[config.mk]
export PLATFORM = sky130hd
export DESIGN_NAME = owb_slot_master
export DESIGN_NICKNAME = d
export VERILOG_FILES = /design/src/hdl/owb_slot_master.v /design/src/hdl/owb_tick_gen.v
export VERILOG_INCLUDE_DIRS = /design/src /design/src/shared
export SDC_FILE = /design/constraint.sdc
export NUM_CORES = 1
export LEC_CHECK = 0
export BUFFER_PORTS_ARGS = -buffer_cell sky130_fd_sc_hd__clkbuf_2
export CORE_MARGIN = 4
export CORE_UTILIZATION = 48
export DETAILED_ROUTE_END_ITERATION = 8
export PLACE_DENSITY_LB_ADDON = 0.3
export SLEW_MARGIN = 5
export SYNTH_ARGS = -nofsm -noshare
export SYNTH_HDL_FRONTEND = slang
export SYNTH_SLANG_ARGS = --single-unit
[constraint.sdc]
create_clock -name core_clk -period 2.2 [get_ports core_clk]
set_input_delay 0.66 -clock core_clk [delete_from_list [all_inputs] [get_ports core_clk]]
set_output_delay 0.66 -clock core_clk [all_outputs]
set_load 0.1 [all_outputs]
[src/shared/owb_consts.vh]
`ifndef OWB_CONSTS_VH
`define OWB_CONSTS_VH

// clock and timebase
`define OWB_CLK_MHZ 40
`define OWB_DIV_W 8
`define OWB_DIV_RESET 8'd39

// register byte addresses
`define OWB_ADDR_CTRL 12'h000
`define OWB_ADDR_STATUS 12'h004
`define OWB_ADDR_DIV 12'h008

// control register fields
`define OWB_CTRL_PRES_BIT 0
`define OWB_CTRL_WZ_BIT 1
`define OWB_CTRL_WOR_BIT 2

// status register fields
`define OWB_STAT_PRES_BIT 0
`define OWB_STAT_RD_BIT 1
`define OWB_STAT_BUSY_BIT 2

// reset values
`define OWB_PRES_RESET 1'b0
`define OWB_RD_RESET 1'b0

// slot timing, in microsecond ticks
`define OWB_TICK_W 10
`define OWB_WZ_TOTAL_US 10'd117
`define OWB_WZ_LOW_US 10'd100
`define OWB_WOR_TOTAL_US 10'd70
`define OWB_WOR_LOW_US 10'd6
`define OWB_WOR_SAMPLE_US 10'd15
`define OWB_PRES_TOTAL_US 10'd960
`define OWB_PRES_LOW_US 10'd480
`define OWB_PRES_SAMPLE_US 10'd550

`endif
[src/hdl/owb_slot_master.v]
`timescale 1ns/1ps
`include "owb_consts.vh"

// Operation
// - after presence phase, flag is one if a slave answered, else zero
// - the presence flag is cleared at reset and stays cleared until a presence phase finds a slave
// - a write-zero slot lasts 117 microseconds from its start
// - write-zero slot pulls the line low for the first 100 microseconds
// - setting the write-zero command bit starts a write-zero slot
// - the write-zero command bit clears itself when the slot ends
// - write-one and read slots share one waveform and one generator
// - every write-one or read slot starts by driving the line low
// - write-one/read command bit starts the slot and self-clears at its end
// - read result bit is loaded at slot end with the sampled line value
module owb_slot_master
(
    input wire core_clk,
    input wire rst_n,
    input wire hsel,
    input wire [11:0] haddr,
    input wire [1:0] htrans,
    input wire hwrite,
    input wire [2:0] hsize,
    input wire [31:0] hwdata,
    input wire hready,
    output reg [31:0] hrdata,
    output reg hreadyout,
    output reg hresp,
    input wire singleWirePinIn,
    output reg singleWirePinOut,
    output reg singleWirePinOe
);

    localparam ST_IDLE = 3'b001;
    localparam ST_LOW = 3'b010;
    localparam ST_REL = 3'b100;

    localparam KIND_PRES = 2'h0;
    localparam KIND_WZ = 2'h1;
    localparam KIND_WOR = 2'h2;

    reg [2:0] state;
    reg [1:0] kind;
    reg [`OWB_TICK_W-1:0] usCount;
    reg presenceCmd;
    reg writeZeroCmd;
    reg writeOneReadCmd;
    reg presenceFlag;
    reg readResultBit;
    reg sampleVal;
    reg [`OWB_DIV_W-1:0] divisor;
    reg wrPend;
    reg rdPend;
    reg [11:0] dataAddr;
    reg startSlot;
    reg [1:0] startKind;
    wire tick;
    wire addrAccept;
    wire [`OWB_TICK_W-1:0] next_usCount;
    wire slotBusy;
    wire wrCtrl;
    wire wrDiv;
    wire lowDone;
    wire sampleHit;
    wire slotDone;
    reg [2:0] next_state;
    reg [31:0] next_rdata;

    // low-phase length for each slot kind
    function [`OWB_TICK_W-1:0] slotLow;
        input [1:0] k;
        begin
            case (k)
                KIND_WZ: slotLow = `OWB_WZ_LOW_US;
                KIND_WOR: slotLow = `OWB_WOR_LOW_US;
                default: slotLow = `OWB_PRES_LOW_US;
            endcase
        end
    endfunction

    // total slot length for each slot kind
    function [`OWB_TICK_W-1:0] slotTotal;
        input [1:0] k;
        begin
            case (k)
                KIND_WZ: slotTotal = `OWB_WZ_TOTAL_US;
                KIND_WOR: slotTotal = `OWB_WOR_TOTAL_US;
                default: slotTotal = `OWB_PRES_TOTAL_US;
            endcase
        end
    endfunction

    // instant the line is sampled; write-zero never samples
    function [`OWB_TICK_W-1:0] slotSample;
        input [1:0] k;
        begin
            case (k)
                KIND_WOR: slotSample = `OWB_WOR_SAMPLE_US;
                KIND_PRES: slotSample = `OWB_PRES_SAMPLE_US;
                default: slotSample = {`OWB_TICK_W{1'b0}};
            endcase
        end
    endfunction

    // word decode; byte lanes are ignored since only whole words move
    function regHit;
        input [11:0] a;
        input [11:0] r;
        begin
            regHit = (a[11:2] == r[11:2]);
        end
    endfunction

    // restart aligns the microsecond grid to the slot's falling edge
    owb_tick_gen u_tick
    (
        .core_clk(core_clk),
        .rst_n(rst_n),
        .restart(startSlot),
        .divisor(divisor),
        .tick(tick)
    );

    assign addrAccept = hsel && htrans[1] && hready;
    assign next_usCount = usCount + {{(`OWB_TICK_W-1){1'b0}}, 1'b1};
    assign slotBusy = ~state[0];
    assign wrCtrl = wrPend && regHit(dataAddr, `OWB_ADDR_CTRL);
    assign wrDiv = wrPend && regHit(dataAddr, `OWB_ADDR_DIV);
    assign lowDone = tick && (next_usCount == slotLow(kind));
    assign sampleHit = tick && (kind != KIND_WZ) && (next_usCount == slotSample(kind));
    assign slotDone = tick && (next_usCount == slotTotal(kind));

    // next-state decode; the datapath flops below follow the same phases
    always @*
    begin
        next_state = state;
        case (state)
            ST_IDLE:
            begin
                if (startSlot)
                begin
                    next_state = ST_LOW;
                end
            end
            ST_LOW:
            begin
                if (lowDone)
                begin
                    next_state = ST_REL;
                end
            end
            ST_REL:
            begin
                if (slotDone)
                begin
                    next_state = ST_IDLE;
                end
            end
            default:
            begin
                next_state = ST_IDLE;
            end
        endcase
    end

    // decode of a command write; only honoured while no slot runs
    always @*
    begin
        startSlot = 1'b0;
        startKind = KIND_PRES;
        if (wrCtrl && (state == ST_IDLE))
        begin
            if (hwdata[`OWB_CTRL_WZ_BIT])
            begin
                startSlot = 1'b1;
                startKind = KIND_WZ;
            end
            else if (hwdata[`OWB_CTRL_WOR_BIT])
            begin
                startSlot = 1'b1;
                startKind = KIND_WOR;
            end
            else if (hwdata[`OWB_CTRL_PRES_BIT])
            begin
                startSlot = 1'b1;
                startKind = KIND_PRES;
            end
        end
    end

    // read mux; settles during the wait state so hrdata can be a flop
    always @*
    begin
        next_rdata = 32'h00000000;
        case (dataAddr)
            `OWB_ADDR_CTRL:
            begin
                next_rdata[`OWB_CTRL_PRES_BIT] = presenceCmd;
                next_rdata[`OWB_CTRL_WZ_BIT] = writeZeroCmd;
                next_rdata[`OWB_CTRL_WOR_BIT] = writeOneReadCmd;
            end
            `OWB_ADDR_STATUS:
            begin
                next_rdata[`OWB_STAT_PRES_BIT] = presenceFlag;
                next_rdata[`OWB_STAT_RD_BIT] = readResultBit;
                next_rdata[`OWB_STAT_BUSY_BIT] = slotBusy;
            end
            `OWB_ADDR_DIV:
            begin
                next_rdata = {{(32-`OWB_DIV_W){1'b0}}, divisor};
            end
            default:
            begin
                next_rdata = 32'h00000000;
            end
        endcase
    end

    // bus slave: writes take no wait state, reads take one so that a
    // read right after a write sees the written value
    always @(posedge core_clk)
    begin
        if (!rst_n)
        begin
            wrPend <= 1'b0;
            rdPend <= 1'b0;
            dataAddr <= 12'h000;
            hreadyout <= 1'b1;
            hresp <= 1'b0;
            hrdata <= 32'h00000000;
        end
        else
        begin
            hresp <= 1'b0;
            wrPend <= 1'b0;
            if (rdPend)
            begin
                rdPend <= 1'b0;
                hreadyout <= 1'b1;
                hrdata <= next_rdata;
            end
            else if (addrAccept)
            begin
                dataAddr <= {haddr[11:2], 2'b00};
                if (hwrite)
                begin
                    wrPend <= 1'b1;
                end
                else
                begin
                    rdPend <= 1'b1;
                    hreadyout <= 1'b0;
                end
            end
        end
    end

    // divider register; a change only alters later ticks
    always @(posedge core_clk)
    begin
        if (!rst_n)
        begin
            divisor <= `OWB_DIV_RESET;
        end
        else if (wrDiv)
        begin
            divisor <= hwdata[`OWB_DIV_W-1:0];
        end
    end

    // slot sequencer
    always @(posedge core_clk)
    begin
        if (!rst_n)
        begin
            state <= ST_IDLE;
            kind <= KIND_PRES;
            usCount <= {`OWB_TICK_W{1'b0}};
            presenceCmd <= 1'b0;
            writeZeroCmd <= 1'b0;
            writeOneReadCmd <= 1'b0;
            presenceFlag <= `OWB_PRES_RESET;
            readResultBit <= `OWB_RD_RESET;
            sampleVal <= 1'b1;
            singleWirePinOut <= 1'b0;
            singleWirePinOe <= 1'b0;
        end
        else
        begin
            // pin output is a constant low; only the enable moves
            singleWirePinOut <= 1'b0;
            state <= next_state;
            case (state)
                ST_IDLE:
                begin
                    singleWirePinOe <= 1'b0;
                    if (startSlot)
                    begin
                        kind <= startKind;
                        usCount <= {`OWB_TICK_W{1'b0}};
                        sampleVal <= 1'b1;
                        singleWirePinOe <= 1'b1;
                        presenceCmd <= (startKind == KIND_PRES);
                        writeZeroCmd <= (startKind == KIND_WZ);
                        writeOneReadCmd <= (startKind == KIND_WOR);
                    end
                end
                ST_LOW:
                begin
                    singleWirePinOe <= 1'b1;
                    if (tick)
                    begin
                        usCount <= next_usCount;
                        if (lowDone)
                        begin
                            // released, never driven high
                            singleWirePinOe <= 1'b0;
                        end
                    end
                end
                ST_REL:
                begin
                    singleWirePinOe <= 1'b0;
                    if (tick)
                    begin
                        usCount <= next_usCount;
                        // slave may hold the line low here
                        if (sampleHit)
                        begin
                            sampleVal <= singleWirePinIn;
                        end
                        if (slotDone)
                        begin
                            presenceCmd <= 1'b0;
                            writeZeroCmd <= 1'b0;
                            writeOneReadCmd <= 1'b0;
                            if (kind == KIND_WOR)
                            begin
                                readResultBit <= sampleVal;
                            end
                            if (kind == KIND_PRES)
                            begin
                                // a low answer means a slave is there
                                presenceFlag <= ~sampleVal;
                            end
                        end
                    end
                end
                default:
                begin
                    singleWirePinOe <= 1'b0;
                end
            endcase
        end
    end

endmodule

[src/hdl/owb_tick_gen.v]
`timescale 1ns/1ps
`include "owb_consts.vh"

// one-microsecond tick; restart realigns the phase so the first tick
// lands exactly one microsecond after a slot begins
module owb_tick_gen
(
    input wire core_clk,
    input wire rst_n,
    input wire restart,
    input wire [`OWB_DIV_W-1:0] divisor,
    output reg tick
);

    reg [`OWB_DIV_W-1:0] divCount;

    always @(posedge core_clk)
    begin
        if (!rst_n)
        begin
            divCount <= {`OWB_DIV_W{1'b0}};
            tick <= 1'b0;
        end
        else if (restart)
        begin
            divCount <= {`OWB_DIV_W{1'b0}};
            tick <= 1'b0;
        end
        else if (divCount >= divisor)
        begin
            divCount <= {`OWB_DIV_W{1'b0}};
            tick <= 1'b1;
        end
        else
        begin
            divCount <= divCount + {{(`OWB_DIV_W-1){1'b0}}, 1'b1};
            tick <= 1'b0;
        end
    end

endmodule

=== Word level (Yosys, flattened, before mapping) ===
Cells that the tools add are included.

* Add/subtract/negate cells: 2
* Order comparisons: 1
* Equality and inequality tests: 19
* Mux-type cells: 38
* Bitwise logic cells: 6
* Reduce and logical (&&, ||, !) cells: 29

{| class="wikitable"
|+ Operators with widths
! cell !! count
|-
| 10-bit one-hot mux with 2 select lines || 3
|-
| 10-bit == test || 3
|-
| 10-bit two-way mux || 2
|-
| 1-bit two-way mux || 18
|-
| 3-bit one-hot mux with 3 select lines || 2
|-
| 9-bit one-hot mux with 2 select lines || 1
|-
| 4-bit AND reduction || 4
|-
| 12-bit logical NOT || 1
|-
| 10-bit by 1-bit adder with 10-bit output, second input constant || 1
|-
| 10-bit by 1-bit == test with 1-bit output, second input constant || 1
|-
| 10-bit by 2-bit == test with 1-bit output, second input constant || 1
|-
| 10-bit logical NOT || 1
|-
| 1-bit one-hot mux with 2 select lines || 5
|-
| 1-bit logical AND || 9
|-
| 3-bit two-way mux || 3
|-
| 8-bit by 1-bit adder with 8-bit output, second input constant || 1
|-
| 8-bit >= comparator || 1
|-
| 2-bit != test, second input constant || 4
|-
| 2-bit two-way mux || 3
|-
| 2-bit by 1-bit != test with 1-bit output, second input constant || 3
|-
| 1-bit inverter || 6
|-
| 2-bit AND reduction || 3
|-
| 3-bit AND reduction || 2
|-
| 2-bit OR reduction || 3
|-
| 9 further kinds || 14
|}

* Register bits after elaboration: 84
* Input bits: 55
* Output and inout bits: 36
* Word-level logic and storage cells: 113

=== Longest topological paths before layout ===
* Word-level depth: 7
* Mapped depth: 8

=== Hierarchy ===
A second synthesis with hierarchy kept.

* Cell total of the unflattened synthesis: 424
* Area, all modules: 3634.7 µm²

{| class="wikitable"
|+ Modules (own cells, without submodules)
! module !! times used !! cells an instance !! area each (µm²) !! sequential area each (µm²)
|-
| owb_slot_master || 1 || 363 || 3029.2 || 1021.0
|-
| owb_tick_gen || 1 || 61 || 605.6 || 180.2
|}

=== Least setup slack after synthesis ===
Ideal clock, no wire load.

* Path kind: register -> register
* Start: register kind[1]
* End: register singleWirePinOe
* Setup time: 0.117 ns
* Data arrival time: 2.178 ns
* Required time: 2.083 ns
* Setup slack: -0.095 ns
* Stages on the path, launching flop included: 9
* Buffers on the path: 0
* Clock period less this slack: 2.295 ns
* Cell sequence: dfxtp_1 inv_1 ha_1 nor2b_1 a211o_1 nand4_1 a311o_1 a2111o_1 a32o_1

* Cells in the longest elaborated chain, start to end: 7
* Elaborated cells between the ends (all ways): 8

{| class="wikitable"
|+ Ends and longest elaborated chain
! what !! line !! source
|-
| start: declaration || owb_slot_master.v:43 || <nowiki>reg [1:0] kind;</nowiki>
|-
| start signal: assignment || owb_slot_master.v:299 || <nowiki>kind <= startKind;</nowiki>
|-
| 2-bit == test / 2-bit by 1-bit == test with 1-bit output (equally long branches) || owb_slot_master.v:73 || <nowiki>case (k)</nowiki>
|-
| 9-bit one-hot mux with 2 select lines * || owb_slot_master.v:73 ||
|-
| 10-bit == test * || owb_slot_master.v:129 || <nowiki>assign lowDone = tick && (next_usCount == slotLow(kind));</nowiki>
|-
| 1-bit logical AND * || owb_slot_master.v:129 ||
|-
| 1-bit two-way mux * || owb_slot_master.v:314 || <nowiki>if (lowDone)</nowiki>
|-
| 1-bit two-way mux * || owb_slot_master.v:311 || <nowiki>if (tick)</nowiki>
|-
| 1-bit one-hot mux with 2 select lines * || owb_slot_master.v:293 || <nowiki>case (state)</nowiki>
|-
| end signal: assignment || owb_slot_master.v:296 || <nowiki>singleWirePinOe <= 1'b0;</nowiki>
|-
| end signal: assignment || owb_slot_master.v:310 || <nowiki>singleWirePinOe <= 1'b1;</nowiki>
|-
| end signal: assignment || owb_slot_master.v:317 || <nowiki>singleWirePinOe <= 1'b0;</nowiki>
|-
| end: declaration || owb_slot_master.v:31 || <nowiki>output reg singleWirePinOe</nowiki>
|}

Mark *: on every way between the ends. The rest lies on a longest branch, timed or not.
A chain may end at the register's enable or synchronous reset.

=== Worst setup path in the final report ===
* Start: register kind[1]
* End: register sampleVal

* Cells in the longest elaborated chain, start to end: 6
* Elaborated cells between the ends (all ways): 9

{| class="wikitable"
|+ Ends and longest elaborated chain
! what !! line !! source
|-
| 2-bit == test / 2-bit logical NOT (equally long branches) || owb_slot_master.v:97 || <nowiki>case (k)</nowiki>
|-
| 10-bit one-hot mux with 2 select lines || owb_slot_master.v:97 ||
|-
| 10-bit == test || owb_slot_master.v:130 || <nowiki>assign sampleHit = tick && (kind != KIND_WZ) && (next_usCount == slotSample(kind));</nowiki>
|-
| 1-bit logical AND * || owb_slot_master.v:130 ||
|-
| 2-bit != test (no line) * || -- ||
|-
| 4-bit AND reduction (no line) * || -- ||
|-
| end signal: assignment || owb_slot_master.v:330 || <nowiki>sampleVal <= singleWirePinIn;</nowiki>
|-
| end: declaration || owb_slot_master.v:50 || <nowiki>reg sampleVal;</nowiki>
|}

Marked as above.

==> reports/results.txt <==
status: finished clean
layout cell share with drive strength beyond 1: 0.243
Power Total: 2.45 mW
Detail Route Antenna Nets: 0
number of synthesized flops with an enable pin: 0
P&R area growth vs syn: 19.9%
TritonCTS Buffers: 9
Max Cap Violations: 0
Synth area leader: dfxtp_1
routed len/inst: 14.0 µm
power per cell area: 593 mW/mm²
final wirelength: 8200 µm
minimum clock period: 2.20 ns
GRT Total Usage: 0.198
clk slew on worst S/H paths: 0.08 ns
worst setup path startpoint: kind[1]
Clock Sink Count: 60
Max VDD drop: 0.000582 V
drc violations: 0
Arr. time, crit path: 2.45 ns
total grt overflow: 0
Port Buffers: 34
routed vias: 3,104
Mapped Cells: 424
Worst slew margin: 0.571
mapped cell area: 0.00346 mm²
Worst Setup Path Type: register to register
Top FF cell, synth: dfxtp_1
number of global-route vias before repair: 3,049
Routability Congestion: 0.832
Final Cycle Share: 0.999
Hold Violations, Final: 0
Synth Register Bits: 60
CTS tree: built
Mean Syn Cell Area: 8.15 µm²
Root Driver: clkbuf_8
Ant. Diodes: 0
Final setup viols: 0
Core Box Area: 0.00691 mm²
crit path capture type: register
ys async rst share: 0
RSZ-0062 raised after global routing: true
peak fanout along the critical path: 4
CP max-delay cell: or3_1
setup TNS: 0 ns
routed length on met3: 435 µm
Hold Crit Class: register to register
hold path depth: 2
H-tree Lvls: 3
crit-path most repeated cell: buf_4
min-delay src: dataAddr[10]
Initial Utilization: 0.500
DIE HEIGHT: 92.9 µm
crit-path cells: buf_4 -> ha_1 -> or3_1 -> mux2i_1 -> nand4b_1 -> nor4_2 -> buf_4 -> a211oi_1 -> a41oi_1
DR vias/cell: 5.30
hpwl dp: 5890 µm
final net count: 554
crit path launch type: register
leak pwr: 1.78 nW
largest net degree at the start of global routing: 21
skew final: 0.0103 ns
clock latency on the worst-skew pair: 0.34 ns
f_max: 455 MHz
Synth cell types: 63
Synth area leaders: dfxtp_1, buf_4, ha_1
Die ar.: 0.00862 mm²
R2R Path Start: kind[1]
FF-to-FF path depth: 9
standard-cell rows: 30
Top Metal Used: met4
first-pass GRT wire length: 13,900 µm
M1 wire length: 3830 µm
initial antenna violation count: 0
Worst path max stage delay: 0.38 ns
top cell type's share of synthesized area: 0.348
fin. max-slew vios: 0
worst path required time: 2.45 ns
Synthesis Warnings: 0
CTS Buffer Depth: 2
slew at the pin with the worst max-slew slack: 0.627 ns
Initial DRT Pass Iterations: 5
Seq/Total Area, Yosys: 0.348
Initial DRC Count: 172
Die X: 92.9 µm
I/O Pins: 91
met2 WL: 3800 µm
-- kinds of logic after synthesis --
group / after synthesis / share of synthesized area
mux: 7 / 0.0203
fa+ha+maj: 14 / 0.0507
buf+inv: 69 / 0.114
flops: 60 / 0.348
xor+xnor: 16 / 0.0405
other cells: 1 / 0.00109
simple gates: 171 / 0.262
compound gates: 86 / 0.163
-- routing by layer --
layer	vias to the layer above	global-route usage
met1	1428	0.255
met2	101	0.320
met5	-	0
met4	0	0.0720
met3	13	0.0496
li1	1562	-
-- power by group --
part	total, mW	switching [mW]	internal [mW]
clock network	1.01	0.484	0.526
registers	1.11	0.0119	1.10
logic	0.334	0.274	0.0602
-- synth_stat cells, types with 3 or more instances --
cell type and count:
nand2_1 41, and2_1 5, inv_1 19, ha_1 14, nor3b_1 5, a21oi_1 31
or4_1 4, nand4_1 3, nand3_1 28, mux2i_1 7, nor4b_1 3, or3_1 6
nand2b_1 10, clkbuf_1 13, buf_6 4, dfxtp_1 60, a22oi_1 5, a31oi_1 5
and3_1 7, nor2_1 32, o21ai_0 15, buf_4 27, a22o_1 3, nor3_1 5
nor2b_1 5, buf_2 4, xnor2_1 6, nor4_1 3, xor2_1 10, a211oi_1 4
-- repair_timing --
action / CTS / global route
cloned: 0 / 0
buffers inserted: 1 / 3
pin swaps: 5 / 6
hold buffers: 0 / 0
resized for setup: 14 / 10
endpoints found under the setup margin: 9 / 15
-- layout make-up --
type | count | area (µm²)
Tap cell | 96 | 120
Inverter | 20 | 75.1
Fill cell | 606 | 2760
Sequential cell | 60 | 1200
Timing Repair Buffer | 74 | 474
Clock buffer | 9 | 124
Clock inverter | 7 | 75.1
Multi-Input combinational cell | 320 | 2070
-- stage by stage --
step / worst slack (ns) / cells / hold slack, ns / utilization / area (µm²)
2_1_floorplan: 0.0107 / 449 / 0.431 / - / 3560
3_3_place_gp: -0.0269 / 566 / 0.435 / 0.551 / 3800
3_5_place_dp: -0.106 / 566 / 0.445 / 0.551 / 3800
4_1_cts: 0.00232 / 583 / 0.456 / 0.590 / 4070
5_1_grt: -0.0838 / 586 / 0.469 / 0.600 / 4140
6_report: 0.00154 / 586 / 0.453 / 0.600 / 4140
-- registers in the layout, summed over array words and instances (netlist names), 2 cells and up --
| signal | count |
|---|---|
| dataAddr | 10 |
| usCount | 10 |
| u_tick.divCount | 8 |
| state | 3 |
| hrdata | 8 |
| kind | 2 |
| divisor | 8 |
-- final timing paths --
| path | to | slack (ns) |
|---|---|---|
| worst min register to register | dataAddr[10] | 0.45 |
| worst max register to register | sampleVal | 0.002 |
| worst max-delay path | sampleVal | 0.002 |
| worst min-delay path | dataAddr[10] | 0.45 |
-- critical path, delay by kind of cell (launching register included) --
kind / cells / cell delay [ns]
muxes: 1 / 0.18
buffers and inverters: 2 / 0.31
AOI/OAI and AO/OA: 2 / 0.22
adders and majority gates: 1 / 0.23
and+or+nand+nor: 3 / 0.85
DFF: 1 / 0.32
-- placed cells by master, fill, tap and decap left out, drive strengths merged, types with 5 or more instances in the layout --
cell    synthesis  routed
nand3          29      29
a22oi           5       5
nor2b           5       5
xnor2           6       6
nor3b           5       5
mux2i           7       7
or3             6       6
nor3            5       5
clkbuf         13      43
conb            1      26
buf            36      40
a21oi          31      31
nor2           34      34
inv            19      20
xor2           10      10
and3            8       8
nand2b         10      10
nand2          41      41
ha             14      14
dfxtp          60      60
and2            5       5
a31oi           6       6
o21ai          16      16
No activity file was read; power rests on OpenSTA's default activity.
